`src/delay_timer_pkg.sv`:
```
// Purpose: shared constants and types for the on/off and latching timers
// Assumes: 100 MHz system clock, 16-bit register port
// Notes: offsets are byte addresses on the plain register port
package delay_timer_pkg;
   localparam int unsigned CLK_PERIOD_NS = 10;
   // one millisecond base tick, in ns
   localparam int unsigned TICK_MS_NS = 1000000;
   localparam int unsigned MS_CYCLES_DEF = TICK_MS_NS / CLK_PERIOD_NS;
   localparam int unsigned CYC_W_DEF = 17;

   localparam int DELAY_W = 16;
   localparam int ADDR_W = 5;
   localparam int DATA_W = 16;
   localparam int MSU_W = 22;

   // milliseconds per unit of each selectable time unit
   localparam logic [21:0] MS_PER_MS = 22'h000001;
   localparam logic [21:0] MS_PER_SEC = 22'h0003e8;
   localparam logic [21:0] MS_PER_MIN = 22'h00ea60;
   localparam logic [21:0] MS_PER_HOUR = 22'h36ee80;

   localparam logic [4:0] ON_DELAY_OFS = 5'h00;
   localparam logic [4:0] OFF_DELAY_OFS = 5'h04;
   localparam logic [4:0] LATCH_DELAY_OFS = 5'h08;
   localparam logic [4:0] UNIT_OFS = 5'h0c;
   localparam logic [4:0] STATUS_OFS = 5'h10;

   localparam logic [15:0] DELAY_RST = 16'h0000;
   localparam logic [1:0] UNIT_RST = 2'h0;

   localparam int UNIT_ONOFF_LSB = 0;
   localparam int UNIT_LATCH_LSB = 2;
   localparam int STAT_ONOFF_OUT = 0;
   localparam int STAT_LATCH_OUT = 1;
   localparam int STAT_ONOFF_RUN = 2;
   localparam int STAT_LATCH_RUN = 3;

   typedef enum logic [1:0] {UNIT_MS, UNIT_SEC, UNIT_MIN, UNIT_HOUR}
      time_unit_t;

   typedef struct packed {
      logic [15:0] delay;
      time_unit_t unit;
   } timer_cfg_t;
endpackage

```
`src/onoff_latch_timers.sv`:
```
// Purpose: on/off delay filter and latching on-delay timer
// Assumes: trigger, reset and delay inputs come from logic on sys_clk_i
// Notes: each timer restarts its own millisecond prescaler on every
//        level change, so a delay of N units is exact to one clock
`timescale 1ns/100ps

module onoff_latch_timers
   import delay_timer_pkg::*;
#(
   parameter int unsigned MS_CYCLES = MS_CYCLES_DEF,
   parameter int CYC_W = CYC_W_DEF
) (
   input wire logic sys_clk_i,
   input wire logic nrst_i,
   input wire logic ce_i,
   input wire logic [ADDR_W-1:0] reg_addr_i,
   input wire logic [DATA_W-1:0] reg_wdata_i,
   input wire logic reg_wr_i,
   input wire logic reg_rd_i,
   output logic [DATA_W-1:0] reg_rdata_o,
   input wire logic trig_i,
   input wire logic [DELAY_W-1:0] on_delay_value_in_i,
   input wire logic on_delay_conn_i,
   input wire logic [DELAY_W-1:0] off_delay_value_in_i,
   input wire logic off_delay_conn_i,
   input wire logic latch_trig_i,
   input wire logic latch_rst_i,
   input wire logic [DELAY_W-1:0] latch_delay_value_in_i,
   input wire logic latch_delay_conn_i,
   output logic onoff_delay_out_o,
   output logic latching_delay_out_o
);

   logic rst_meta_reg;
   logic rst_n;

   logic [DELAY_W-1:0] on_delay_setting_reg;
   logic [DELAY_W-1:0] off_delay_setting_reg;
   logic [DELAY_W-1:0] latch_delay_setting_reg;
   time_unit_t onoff_unit_reg;
   time_unit_t latch_unit_reg;
   logic [DATA_W-1:0] rdata_reg;
   logic [DATA_W-1:0] rdata_next;

   logic onoff_out_reg;
   logic latch_out_reg;
   logic latch_out_next;
   logic latch_rst_prev_reg;

   timer_cfg_t cfg [2];
   logic run [2];
   logic expire [2];
   logic [CYC_W-1:0] cyc_cnt [2];
   logic [MSU_W-1:0] ms_cnt [2];
   logic [MSU_W-1:0] ms_per_unit [2];
   logic [DELAY_W-1:0] unit_cnt [2];

   // reset release through two flops, assert stays asynchronous
   always_ff @(posedge sys_clk_i or negedge nrst_i) begin
      if (!nrst_i) begin
         rst_meta_reg <= 1'b0;
         rst_n <= 1'b0;
      end else begin
         rst_meta_reg <= 1'b1;
         rst_n <= rst_meta_reg;
      end
   end

   // register port decode
   wire wr_on = reg_wr_i && (reg_addr_i == ON_DELAY_OFS);
   wire wr_off = reg_wr_i && (reg_addr_i == OFF_DELAY_OFS);
   wire wr_latch = reg_wr_i && (reg_addr_i == LATCH_DELAY_OFS);
   wire wr_unit = reg_wr_i && (reg_addr_i == UNIT_OFS);
   wire [1:0] wdata_onoff_unit = reg_wdata_i[UNIT_ONOFF_LSB +: 2];
   wire [1:0] wdata_latch_unit = reg_wdata_i[UNIT_LATCH_LSB +: 2];

   wire [DATA_W-1:0] unit_word =
      DATA_W'({latch_unit_reg, onoff_unit_reg});
   wire [DATA_W-1:0] status_word =
      DATA_W'({run[1], run[0], latch_out_reg, onoff_out_reg});
   wire [DATA_W-1:0] read_mux =
      (reg_addr_i == ON_DELAY_OFS) ? on_delay_setting_reg :
      (reg_addr_i == OFF_DELAY_OFS) ? off_delay_setting_reg :
      (reg_addr_i == LATCH_DELAY_OFS) ? latch_delay_setting_reg :
      (reg_addr_i == UNIT_OFS) ? unit_word :
      (reg_addr_i == STATUS_OFS) ? status_word : '0;
   assign rdata_next = reg_rd_i ? read_mux : '0;

   always_ff @(posedge sys_clk_i or negedge rst_n) begin
      if (!rst_n) begin
         on_delay_setting_reg <= DELAY_RST;
         off_delay_setting_reg <= DELAY_RST;
         latch_delay_setting_reg <= DELAY_RST;
         onoff_unit_reg <= time_unit_t'(UNIT_RST);
         latch_unit_reg <= time_unit_t'(UNIT_RST);
         rdata_reg <= '0;
      end else if (ce_i) begin
         if (wr_on) begin
            on_delay_setting_reg <= reg_wdata_i;
         end
         if (wr_off) begin
            off_delay_setting_reg <= reg_wdata_i;
         end
         if (wr_latch) begin
            latch_delay_setting_reg <= reg_wdata_i;
         end
         if (wr_unit) begin
            onoff_unit_reg <= time_unit_t'(wdata_onoff_unit);
            latch_unit_reg <= time_unit_t'(wdata_latch_unit);
         end
         rdata_reg <= rdata_next;
      end
   end
   assign reg_rdata_o = rdata_reg;

   wire [DELAY_W-1:0] eff_on =
      on_delay_conn_i ? on_delay_value_in_i : on_delay_setting_reg;
   wire [DELAY_W-1:0] eff_off =
      off_delay_conn_i ? off_delay_value_in_i : off_delay_setting_reg;
   wire [DELAY_W-1:0] eff_latch =
      latch_delay_conn_i ? latch_delay_value_in_i : latch_delay_setting_reg;

   assign cfg[0].unit = onoff_unit_reg;
   assign cfg[0].delay = onoff_out_reg ? eff_off : eff_on;
   assign cfg[1].unit = latch_unit_reg;
   assign cfg[1].delay = eff_latch;

   wire rst_edge = latch_rst_i && !latch_rst_prev_reg;

   // run only while trigger differs from output
   assign run[0] = trig_i != onoff_out_reg;
   // drop or reset edge clears count
   assign run[1] = latch_trig_i && !latch_out_reg && !rst_edge;

   genvar g;
   generate
      for (g = 0; g < 2; g++) begin : g_chan
         logic [CYC_W-1:0] cyc_reg;
         logic [MSU_W-1:0] ms_reg;
         logic [DELAY_W-1:0] unit_reg;

         assign ms_per_unit[g] =
            (cfg[g].unit == UNIT_MS) ? MS_PER_MS :
            (cfg[g].unit == UNIT_SEC) ? MS_PER_SEC :
            (cfg[g].unit == UNIT_MIN) ? MS_PER_MIN : MS_PER_HOUR;
         assign expire[g] = run[g] && (unit_reg == cfg[g].delay);

         wire cyc_wrap = cyc_reg == CYC_W'(MS_CYCLES - 1);
         wire ms_wrap = ms_reg >= (ms_per_unit[g] - MSU_W'(1));

         // elapsed time in ticks of the unit
         always_ff @(posedge sys_clk_i or negedge rst_n) begin
            if (!rst_n) begin
               cyc_reg <= '0;
               ms_reg <= '0;
               unit_reg <= '0;
            end else if (ce_i) begin
               if (!run[g] || expire[g]) begin
                  cyc_reg <= '0;
                  ms_reg <= '0;
                  unit_reg <= '0;
               end else if (!cyc_wrap) begin
                  cyc_reg <= cyc_reg + 1'b1;
               end else begin
                  cyc_reg <= '0;
                  if (!ms_wrap) begin
                     ms_reg <= ms_reg + 1'b1;
                  end else begin
                     ms_reg <= '0;
                     unit_reg <= unit_reg + 1'b1;
                  end
               end
            end
         end

         // counters visible to the assertion checks, not to status
         assign cyc_cnt[g] = cyc_reg;
         assign ms_cnt[g] = ms_reg;
         assign unit_cnt[g] = unit_reg;
      end
   endgenerate

   // reset edge wins over a set
   assign latch_out_next = rst_edge ? 1'b0 :
      (expire[1] ? 1'b1 : latch_out_reg);

   always_ff @(posedge sys_clk_i or negedge rst_n) begin
      if (!rst_n) begin
         onoff_out_reg <= 1'b0;
         latch_out_reg <= 1'b0;
         latch_rst_prev_reg <= 1'b0;
      end else if (ce_i) begin
         if (expire[0]) begin
            onoff_out_reg <= trig_i;
         end
         latch_out_reg <= latch_out_next;
         latch_rst_prev_reg <= latch_rst_i;
      end
   end

   assign onoff_delay_out_o = onoff_out_reg;
   assign latching_delay_out_o = latch_out_reg;
endmodule

```
`config.mk`:
```
export PLATFORM = sky130hd
export DESIGN_NAME = onoff_latch_timers
export DESIGN_NICKNAME = d
export VERILOG_FILES = /design/src/delay_timer_pkg.sv /design/src/onoff_latch_timers.sv
export SDC_FILE = /design/constraint.sdc
export NUM_CORES = 1
export LEC_CHECK = 0
export ABC_AREA = 0
export ABC_CLOCK_PERIOD_IN_PS = 8000
export BUFFER_PORTS_ARGS = -buffer_cell sky130_fd_sc_hd__buf_4
export CAP_MARGIN = 20
export CORE_ASPECT_RATIO = 1.5
export CORE_MARGIN = 5
export CORE_UTILIZATION = 48
export CTS_BUF_LIST = sky130_fd_sc_hd__clkbuf_2
export DETAILED_ROUTE_END_ITERATION = 7
export PLACE_DENSITY = 0.66
export SYNTH_ARGS = -nofsm -noshare
export SYNTH_HDL_FRONTEND = slang
export SYNTH_SLANG_ARGS = --single-unit
```
`constraint.sdc`:
```
create_clock -name sys_clk_i -period 8 [get_ports sys_clk_i]
set_clock_uncertainty 0.1 [all_clocks]
set_input_delay 0.4 -clock sys_clk_i [delete_from_list [all_inputs] [get_ports sys_clk_i]]
set_output_delay 0.4 -clock sys_clk_i [all_outputs]
set_load 0.01 [all_outputs]
```
==> flow_metrics.env, run 1 <==
export IMPL_outcome="finished clean"
export IMPL_yosysSeqAreaShare_pct=41.3
export IMPL_grt_max_degree=69
export IMPL_routedWlPerCell_um=20.0
export IMPL_cts_tree="done"
export IMPL_cp_start_kind="flip-flop"
export IMPL_avgSynthCellArea_um2=9.64
export IMPL_min_period_over_period_pct=48.9
export IMPL_first_pass_iters=5
export IMPL_worstPathRequired_ps=8580
export IMPL_r2r_cells=9
export IMPL_drt_iter0_markers=730
export IMPL_synth_edf_count=0
export IMPL_netlist_top_cells_area="dfrtp_1 41%, mux2i_1 6.5%, ha_1 5.6%, mux2_2 5.5%, o21ai_0 3.2%"
export IMPL_synth_largest_area_cell="dfrtp_1"
export IMPL_critPathLaunch="onoff_delay_out_o$_DFFE_PN0P_"
export IMPL_ys_flop_type="dfrtp_1"
export IMPL_postCtsSetupRepairBufs=0
export IMPL_layout_commonest_cell="dfrtp_1"
export IMPL_netlist_area_um2=11100
export IMPL_htree_levels=4
export IMPL_async_reset_ff_share_pct=100
export IMPL_ir_worst_vdd_mv=0.113
export IMPL_drt_total_wl_mm=31.3
export IMPL_min_from="reg_addr_i[4]"
export IMPL_ys_types=63
export IMPL_cts_resized=0
export IMPL_grt_pass1_vias=9312
export IMPL_area_delta_synth_final_pct=14.2
export IMPL_critPathCaptureType="flip-flop"
export IMPL_fin_nets=1399
export IMPL_r2r_setup_slack_ps=4090
export IMPL_crit_fanout=23
export IMPL_synthCells=1150
export IMPL_p_per_area_nw_per_um2=152
export IMPL_route_detailed_drc=0
export IMPL_rows=68
export IMPL_clock_latency_ps=780
export IMPL_num_vias=9371
export IMPL_track_usage_pct=24.3
export IMPL_via_per_inst=6.00
export IMPL_ant_nets=0
export IMPL_die_area_um2=26300
export IMPL_drive_gt1_share_pct=16.5
export IMPL_drv_cap=0
export IMPL_hold_depth=4
export IMPL_grt_pass1_wl_mm=51.1
export IMPL_slew_viol_final=0
export IMPL_p_leak_nw=5.73
export IMPL_cts_buffer_depth=2
export IMPL_rr_endpoint="g_chan[0].ms_reg[21]$_DFFE_PN0P_"
export IMPL_slew_headroom_pct=31.9
export IMPL_largest_reg_flops=44
export IMPL_reg2reg_from="onoff_delay_out_o$_DFFE_PN0P_"
export IMPL_place_gp_congestion=0.954
export IMPL_die_height_um=196
export IMPL_antenna_found_initial=1
export IMPL_hold_viol_final=0
export IMPL_grt_overflow_total=0
export IMPL_start_util_pct=48.5
export IMPL_clock_sinks=183
export IMPL_synth_seq_cells=183
export IMPL_fmax_ghz=0.256
export IMPL_die_w_um=134
export IMPL_synth_top_area_share_pct=41.3
export IMPL_ys_warn_count=0
export IMPL_worstPathArrival_ps=4490
export IMPL_worstMarginPinSlew_ps=1020
export IMPL_setup_tns_ps=0
export IMPL_rsz0062_at_grt="false"
export IMPL_final_core_utilization_pct=55.3
export IMPL_cts_root_buffer="clkbuf_2"
export IMPL_io_pins=98
export IMPL_hold_buffers=31
export IMPL_path_class="reg2reg"
export IMPL_setup_viol_count_final=0
export IMPL_portBuffers=97
export IMPL_min_period_ps=3910
export IMPL_cts_made_buffers=17
export IMPL_coreArea_um2=22900
export IMPL_final_cell_mix="182 x dfrtp_1, 111 x buf_4, 95 x nand2_1"
export IMPL_hold_path_class="in2reg"
export IMPL_hpwl_mm=23.3
export IMPL_whs_endpoint="reg_rdata_o[3]$_DFFE_PN0P_"
export IMPL_clk_pin_slew_worst_paths_ps=260
==> per-layer routing <==
layer	global-route usage, %	vias up	wire (um)
li1	-	4454	-
met1	29.6	4670	13000
met2	44.3	201	16500
met3	3.49	46	1010
met4	7.51	0	827
met5	0	-	0
==> cells in the mapped netlist (4+ instances only) <==
library cell,number
dfrtp_1,183
nand2_1,95
nor2_1,93
mux2i_1,72
o21ai_0,72
mux2_2,54
ha_1,50
nand3_1,47
a21oi_1,41
xor2_1,38
nand4_1,37
clkbuf_1,35
and3_1,32
xnor2_1,29
inv_1,27
nor3_1,23
o31ai_1,22
o2bb2ai_1,18
nand2b_1,16
a22oi_1,12
and2_1,11
nor2b_1,11
nor4_1,11
a22o_1,9
a31oi_1,9
buf_2,8
nor3b_1,8
a21o_1,6
a221oi_1,6
and4_1,6
or3_1,6
or4_1,6
a211oi_1,5
o211ai_1,4
o41ai_1,4
==> logic make-up after synthesis <==
family,count (synthesis),synth area share (%)
AND/OR/NAND/NOR,421,19.6
AO/OA/AOI/OAI,227,13.3
flip-flops,183,41.3
multiplexers,126,12.0
buffers and inverters,75,2.87
XOR/XNOR,67,5.29
adder cells (fa/ha/maj),50,5.64
other,1,0.0338
==> per-stage QoR <==
| stage | power, mW | instances | hold WS, ps | worst slack, ps | cell area (um2) |
|---|---|---|---|---|---|
| 6_report | 1.92 | 1562 | 145 | 4090 | 12700 |
| 5_1_grt | 2.02 | 1562 | 82.3 | 3890 | 12700 |
| 4_1_cts | 1.94 | 1561 | 52.0 | 4120 | 12700 |
| 3_5_place_dp | 1.43 | 1499 | 82.4 | 4160 | 12100 |
| 3_3_place_gp | 1.42 | 1498 | 82.2 | 4320 | 12100 |
| 2_1_floorplan | 1.29 | 1156 | 4.41 | 2420 | 11100 |
==> worst max-delay path by stage <==
| stage | endpoint | slack, ps |
|---|---|---|
| after floorplan | g_chan[0].cyc_reg[0]$_DFFE_PN0P_ | 2420 |
| after global placement | g_chan[0].ms_reg[21]$_DFFE_PN0P_ | 4320 |
| after detailed placement | g_chan[0].ms_reg[21]$_DFFE_PN0P_ | 4160 |
| after CTS | g_chan[0].ms_reg[21]$_DFFE_PN0P_ | 4120 |
| after global routing | g_chan[0].ms_reg[11]$_DFFE_PN0P_ | 3890 |
| final | g_chan[0].ms_reg[21]$_DFFE_PN0P_ | 4090 |
==> worst max-delay path, cell delays in order, from the launching register on <==
cell     delay (ps)
dfrtp_1        1080
mux2i_1         350
xnor2_1         120
nand4_1         160
nor4_4           60
buf_4           210
nor2_2          490
buf_4           350
nand4_1         410
o41ai_1         460
==> power breakdown <==
part	internal, mW	switching (mW)
clock	0.146	0.338
combinational	0.170	0.212
sequential	0.978	0.0748
==> cell type report <==
class | instances | area (um2)
diodes | 1 | 2.50
clock buffers | 17 | 85.1
clock inverters | 14 | 150
fillers | 2097 | 10200
inverters | 27 | 101
multi-input cells | 898 | 6250
flip-flops and latches | 183 | 4580
well taps | 280 | 350
repair buffers | 142 | 1140
(Power assumes the default switching activity.)
==> run 2: changes to the inputs <==
--- a/config.mk
+++ b/config.mk
@@ -6,7 +6,7 @@
 export NUM_CORES = 1
 export LEC_CHECK = 0
 export ABC_AREA = 0
-export ABC_CLOCK_PERIOD_IN_PS = 8000
+export ABC_CLOCK_PERIOD_IN_PS = 3400
 export BUFFER_PORTS_ARGS = -buffer_cell sky130_fd_sc_hd__buf_4
 export CAP_MARGIN = 20
 export CORE_ASPECT_RATIO = 1.5
@@ -14,7 +14,7 @@
 export CORE_UTILIZATION = 48
 export CTS_BUF_LIST = sky130_fd_sc_hd__clkbuf_2
 export DETAILED_ROUTE_END_ITERATION = 7
-export PLACE_DENSITY = 0.66
+export PLACE_DENSITY = 0.69
 export SYNTH_ARGS = -nofsm -noshare
 export SYNTH_HDL_FRONTEND = slang
 export SYNTH_SLANG_ARGS = --single-unit
==> constraint.sdc (replaced) <==
create_clock -name sys_clk_i -period 3.4 [get_ports sys_clk_i]
set_clock_uncertainty 0.1 [all_clocks]
set_input_delay 0.17 -clock sys_clk_i [delete_from_list [all_inputs] [get_ports sys_clk_i]]
set_output_delay 0.17 -clock sys_clk_i [all_outputs]
set_load 0.01 [all_outputs]
==> run 2 against run 1 <==
Register-to-register slack got worse by 3900 ps. Global-route usage about the same. Total power increased by 140%. Sequential power increased by 130%. Clock power increased by 140%. Sequential share of layout area decreased by 1.2 points. Utilization increased by 1.9 points. Non-clock buffer count increased by 39. Via count increased by 2.3%. First-iteration DRC count decreased by 5.8%. Combinational power increased to 2.6 times the previous value. Maximum frequency increased by 22%. Highest routed layer unchanged.
==> flow_metrics.env, run 2 (synthesis results as in run 1) <==
export IMPL_outcome="finished clean"
export IMPL_die_area_um2=26300
export IMPL_layout_commonest_cell="dfrtp_1"
export IMPL_fin_nets=1438
export IMPL_drive_gt1_share_pct=18.1
export IMPL_cts_root_buffer="clkbuf_2"
export IMPL_rows=68
export IMPL_worstMarginPinSlew_ps=883
export IMPL_portBuffers=97
export IMPL_crit_family="simple AND/OR/NAND/NOR gates"
export IMPL_ant_nets=0
export IMPL_first_pass_iters=7
export IMPL_r2r_setup_slack_ps=180
export IMPL_rr_endpoint="g_chan[1].unit_reg[15]$_DFFE_PN0P_"
export IMPL_final_cell_mix="181 x dfrtp_1, 128 x buf_4, 93 x nand2_1"
export IMPL_min_from="latch_rst_i"
export IMPL_die_height_um=196
export IMPL_setup_tns_ps=0
export IMPL_cts_tree="done"
export IMPL_largest_reg_flops=44
export IMPL_fmax_ghz=0.311
export IMPL_setup_viol_count_final=0
export IMPL_min_period_over_period_pct=94.6
export IMPL_postPlaceCellArea_um2=12300
export IMPL_hold_viol_final=0
export IMPL_cp_start_kind="flip-flop"
export IMPL_via_per_inst=5.98
export IMPL_grt_pass1_vias=9588
export IMPL_place_gp_congestion=0.921
export IMPL_slew_headroom_pct=41.2
export IMPL_p_leak_nw=5.94
export IMPL_whs_endpoint="latch_rst_prev_reg$_DFFE_PN0P_"
export IMPL_clock_sinks=183
export IMPL_hold_depth=3
export IMPL_crit_fanout=7
export IMPL_final_core_utilization_pct=57.2
export IMPL_reg2reg_from="latch_unit_reg[0]$_DFFE_PN0P_"
export IMPL_path_buf_inv=1
export IMPL_r2r_cells=11
export IMPL_start_util_pct=48.5
export IMPL_min_period_ps=3220
export IMPL_io_pins=98
export IMPL_route_detailed_drc=0
export IMPL_hold_path_class="in2reg"
export IMPL_grt_max_degree=63
export IMPL_design_area_um2=13100
export IMPL_drt_iter0_markers=688
export IMPL_p_per_area_nw_per_um2=351
export IMPL_ir_worst_vdd_mv=0.315
export IMPL_rsz0062_at_grt="false"
export IMPL_coreArea_um2=22900
export IMPL_die_w_um=134
export IMPL_max_stage_delay_ps=530
export IMPL_drv_cap=0
export IMPL_critPathCaptureType="flip-flop"
export IMPL_drt_total_wl_mm=31.7
export IMPL_path_class="reg2reg"
export IMPL_clk_pin_slew_worst_paths_ps=300
export IMPL_slew_viol_final=0
export IMPL_track_usage_pct=24.3
export IMPL_worstPathRequired_ps=4060
export IMPL_cts_buffer_depth=2
export IMPL_area_delta_synth_final_pct=18.0
export IMPL_path_cells="nor2_1, inv_1, ha_1, nor3b_1, o21ai_0, a211oi_1, o311ai_0, or2_4, nand2b_4, or4_1, a21oi_1"
export IMPL_grt_overflow_total=0
export IMPL_htree_levels=4
export IMPL_num_vias=9585
export IMPL_antenna_found_initial=1
export IMPL_cts_made_buffers=17
export IMPL_worstPathArrival_ps=3870
export IMPL_routedWlPerCell_um=19.7
export IMPL_crit_slowest_cell="dfrtp_1"
export IMPL_grt_pass1_wl_mm=50.8
export IMPL_hpwl_mm=23.6
export IMPL_clock_latency_ps=830
## run 2: changes by cell type in the layout (fill, tap and decap cells not counted), sizes merged, moves of 4 or more
cell and delta:
buf +22, dlygate4sd3 +17, inv +5, clkinv -4
## run 2: worst min-delay path: stages
cell and delay [ps]:
dlygate4sd3_1 520, buf_4 110, mux2_2 130
## run 2: worst max path at each step
| stage | startpoint | slack [ps] | depth (start not counted) | to |
|---|---|---|---|---|
| 2_1_floorplan | rst_n$_DFF_PN0_ | 280 | 0 | g_chan[0].cyc_reg[0]$_DFFE_PN0P_ |
| 3_3_place_gp | onoff_unit_reg[1]$_DFFE_PN0P_ | 240 | 10 | g_chan[0].unit_reg[12]$_DFFE_PN0P_ |
| 3_5_place_dp | onoff_unit_reg[1]$_DFFE_PN0P_ | 100 | 10 | g_chan[0].unit_reg[12]$_DFFE_PN0P_ |
| 4_1_cts | onoff_unit_reg[1]$_DFFE_PN0P_ | 80 | 10 | g_chan[0].unit_reg[12]$_DFFE_PN0P_ |
| 5_1_grt | latch_unit_reg[0]$_DFFE_PN0P_ | 20 | 11 | g_chan[1].unit_reg[15]$_DFFE_PN0P_ |
| 6_report | latch_unit_reg[0]$_DFFE_PN0P_ | 180 | 11 | g_chan[1].unit_reg[15]$_DFFE_PN0P_ |
## run 2: what timing repair did
action	4_1_cts	5_1_grt
resized for setup	0	6
setup endpoints to repair	0	20
setup buffers	0	5
hold buffers	48	0
endpoints found under the hold margin	132	0
## run 2: per-layer routing
metal  routed length, um  track usage (%)  vias to the layer above
met5                   0                0                        -
met4                1170             9.81                        0
met3                1320             3.75                       69
met2               16600             44.0                      280
met1               12600             28.8                     4691
li1                    -                -                     4545
## run 2: through the flow
| stage | instances | hold slack, ps | power [mW] | worst slack [ps] |
|---|---|---|---|---|
| global route | 1603 | 11.1 | 4.83 | 16.1 |
| global placement | 1516 | -148 | 3.38 | 238 |
| detailed placement | 1516 | -147 | 3.41 | 104 |
| finish | 1603 | 58.2 | 4.60 | 184 |
| floorplan | 1156 | -226 | 3.04 | 280 |
| CTS | 1596 | 3.43 | 4.61 | 75.4 |
## run 2: power by group
group / internal [mW] / switching, mW
sequential: 2.30 / 0.151
clock: 0.302 / 0.865
combinational: 0.443 / 0.533
total: 3.05 / 1.55
## run 2: final cells by class
type	count	area (um2)
Multi-Input combinational cell	898	6260
Sequential cell	183	4580
Inverter	27	101
Fill cell	1946	9800
Tap cell	280	350
Clock buffer	17	85.1
Clock inverter	15	156
Timing Repair Buffer	181	1540
Antenna cell	2	5.00
==> run 3: changes to the inputs <==
--- a/config.mk
+++ b/config.mk
@@ -5,7 +5,7 @@
 export SDC_FILE = /design/constraint.sdc
 export NUM_CORES = 1
 export LEC_CHECK = 0
-export ABC_AREA = 0
+export ABC_AREA = 1
 export ABC_CLOCK_PERIOD_IN_PS = 3400
 export BUFFER_PORTS_ARGS = -buffer_cell sky130_fd_sc_hd__buf_4
 export CAP_MARGIN = 20
==> run 3 against run 2 <==
Combinational power grew 8%. Area after synthesis up 11%. Largest power group unchanged. First-iteration DRC count is 9.2% lower. Sequential share of layout area shrank 2.4 points. Count of clock-buffer cells in the layout unchanged. Utilization fell by 2.4 points. Global-route usage grew 0.085 points. Maximum frequency grew 8.3%. Synthesized cell count rose by 52%. Highest routed layer unchanged. Clock power is essentially flat.
==> flow_metrics.env, run 3 <==
export IMPL_netlist_top_cells_area="dfrtp_1 37%, nand2_1 17%, nor2_1 6.7%, xor2_1 6.1%, nand3_1 5.2%"
export IMPL_final_cell_mix="556 x nand2_1, 221 x nor2_1, 182 x dfrtp_1"
export IMPL_min_period_over_period_pct=87.3
export IMPL_reg2reg_from="latch_delay_setting_reg[3]$_DFFE_PN0P_"
export IMPL_ys_top_cells_by_count="557 x nand2_1, 221 x nor2_1, 183 x dfrtp_1"
export IMPL_coreArea_um2=25600
export IMPL_path_class="reg2reg"
export IMPL_crit_fanout=31
export IMPL_grt_overflow_total=0
export IMPL_via_per_inst=5.32
export IMPL_p_leak_nw=6.69
export IMPL_rsz0062_at_grt="false"
export IMPL_largest_reg_flops=44
export IMPL_setup_tns_ps=0
export IMPL_async_reset_ff_share_pct=100
export IMPL_critPathCaptureType="flip-flop"
export IMPL_fmax_ghz=0.337
export IMPL_final_core_utilization_pct=54.8
export IMPL_drt_total_wl_mm=34.8
export IMPL_num_vias=11831
export IMPL_holdWs_ps=66.3
export IMPL_htree_levels=4
export IMPL_path_buf_inv=3
export IMPL_slew_headroom_pct=39.6
export IMPL_routedWlPerCell_um=15.7
export IMPL_grt_pass1_vias=11815
export IMPL_cts_buffer_depth=2
export IMPL_worstMarginPinSlew_ps=904
export IMPL_whs_endpoint="g_chan[1].ms_reg[0]$_DFFE_PN0P_"
export IMPL_ys_flop_type="dfrtp_1"
export IMPL_min_from="latch_delay_value_in_i[14]"
export IMPL_portBuffers=97
export IMPL_route_detailed_drc=0
export IMPL_hpwl_mm=25.7
export IMPL_multi_input_area_um2=6860
export IMPL_die_height_um=206
export IMPL_ir_worst_vdd_mv=0.259
export IMPL_setup_viol_count_final=0
export IMPL_p_per_area_nw_per_um2=334
export IMPL_track_usage_pct=24.4
export IMPL_grt_pass1_wl_mm=57.1
export IMPL_max_stage_delay_ps=570
export IMPL_synth_top_area_share_pct=37.1
export IMPL_r2r_cells=13
export IMPL_layout_commonest_cell="nand2_1"
export IMPL_cts_root_buffer="clkbuf_2"
export IMPL_rr_endpoint="g_chan[1].ms_reg[12]$_DFFE_PN0P_"
export IMPL_io_pins=98
export IMPL_grt_max_degree=86
export IMPL_clock_latency_ps=870
export IMPL_fin_nets=2008
export IMPL_outcome="finished clean"
export IMPL_seq_area_um2=4580
export IMPL_crit_slowest_cell="dlygate4sd3_1"
export IMPL_netlist_area_um2=12300
export IMPL_nFillCells=2526
export IMPL_ys_types=42
export IMPL_cp_start_kind="flip-flop"
export IMPL_r2r_setup_slack_ps=430
export IMPL_drive_gt1_share_pct=9.15
export IMPL_cts_tree="done"
export IMPL_worstPathRequired_ps=4070
export IMPL_drv_cap=0
export IMPL_slew_viol_final=0
export IMPL_synth_seq_cells=183
export IMPL_die_w_um=141
export IMPL_antenna_found_initial=1
export IMPL_clock_sinks=183
export IMPL_synth_largest_area_cell="dfrtp_1"
export IMPL_clk_pin_slew_worst_paths_ps=260
export IMPL_synthCells=1751
export IMPL_yosysMostFrequentCell="nand2_1"
export IMPL_place_gp_congestion=0.912
export IMPL_yosysSeqAreaShare_pct=37.1
export IMPL_start_util_pct=48.3
export IMPL_ys_warn_count=0
export IMPL_cts_made_buffers=17
export IMPL_postCtsSetupRepairBufs=0
export IMPL_path_cells="inv_1, o21ai_0, xor2_1, and2_1, nand2_1, nor2_1, dlygate4sd3_1, nand2_2, nand3_2, nand2_2, buf_12, nand2_1, o21ai_1"
export IMPL_area_delta_synth_final_pct=13.6
export IMPL_die_area_um2=29100
export IMPL_crit_family="buffers and inverters"
export IMPL_hold_path_class="in2reg"
export IMPL_drt_iter0_markers=625
export IMPL_ant_nets=0
export IMPL_worstPathArrival_ps=3630
export IMPL_hold_depth=10
export IMPL_rows=72
export IMPL_synth_edf_count=0
export IMPL_min_period_ps=2970
export IMPL_hold_viol_final=0
export IMPL_first_pass_iters=7
export IMPL_avgSynthCellArea_um2=7.05
run 3: changes by cell type in the layout (fill, tap and decap cells not counted), moves of 54 or more:
| cell | before | now |
|---|---|---|
| inv_1 | 27 | 140 |
| mux2_2 | 54 | 0 |
| mux2i_1 | 72 | 0 |
| nand2_1 | 93 | 556 |
| nand3_1 | 47 | 129 |
| nor2_1 | 92 | 221 |
run 3: per-layer routing:
metal  wire length, um  global-route usage, %  up-vias
met5                 0                      0        -
met4              1560                   11.9        0
met3              1450                   3.96      106
met2             18200                   45.0      331
met1             13700                   27.1     5517
li1                  -                      -     5877
run 3: worst max path at each step:
stage                                           start                                to  cells after the start
2_1_floorplan                         rst_n$_DFF_PN0_  g_chan[0].cyc_reg[0]$_DFFE_PN0P_                      0
3_3_place_gp            latch_unit_reg[0]$_DFFE_PN0P_   g_chan[1].ms_reg[8]$_DFFE_PN0P_                     14
3_5_place_dp            latch_unit_reg[0]$_DFFE_PN0P_  g_chan[1].ms_reg[20]$_DFFE_PN0P_                     14
4_1_cts        latch_delay_setting_reg[3]$_DFFE_PN0P_  g_chan[1].ms_reg[17]$_DFFE_PN0P_                     13
5_1_grt                 latch_unit_reg[0]$_DFFE_PN0P_   g_chan[1].ms_reg[6]$_DFFE_PN0P_                     14
6_report       latch_delay_setting_reg[3]$_DFFE_PN0P_  g_chan[1].ms_reg[12]$_DFFE_PN0P_                     13
run 3: worst min-delay path: cells and delay by family:
| kind | cells | cell delay (ps) |
|---|---|---|
| AND/OR/NAND/NOR | 6 | 540 |
| AO/OA/AOI/OAI | 2 | 150 |
| XOR/XNOR | 1 | 90 |
| buffers and inverters | 1 | 80 |
run 3: repair_timing:
action / in CTS / in global routing
endpoints found under the hold margin: 150 / 0
hold buffers: 53 / 0
endpoints found under the setup margin: 0 / 1
gates resized for setup: 0 / 1
run 3: power by group:
group          switching (mW)  internal (mW)
Combinational           0.639          0.408
Clock                   0.810          0.328
Sequential              0.181           2.32
Total                    1.63           3.06
run 3: per-stage QoR:
step / std cells / total power, mW / setup WS [ps] / cell area, um2
6_report: 2224 / 4.69 / 432 / 14000
5_1_grt: 2224 / 4.97 / 167 / 14000
4_1_cts: 2223 / 4.72 / 247 / 14000
3_5_place_dp: 2139 / 3.54 / 588 / 13300
3_3_place_gp: 2139 / 3.51 / 586 / 13300
2_1_floorplan: 1757 / 3.22 / 280 / 12400
run 3: cell families after synthesis:
family | after synthesis | share of synthesized area, %
other | 1 | 0.0304
AO/OA/AOI/OAI | 187 | 8.27
adder cells (fa/ha/maj) | 50 | 5.07
AND/OR/NAND/NOR | 1013 | 34.3
buffers and inverters | 209 | 7.63
XOR/XNOR | 108 | 7.66
flip-flops | 183 | 37.1
run 3: cell type report:
class	instances	area share, %
flip-flops and latches	183	32.7
inverters	148	4.01
repair buffers	163	9.85
clock buffers	17	0.607
diodes	1	0.0178
clock inverters	14	0.945
well taps	333	2.97
multi-input cells	1365	48.9
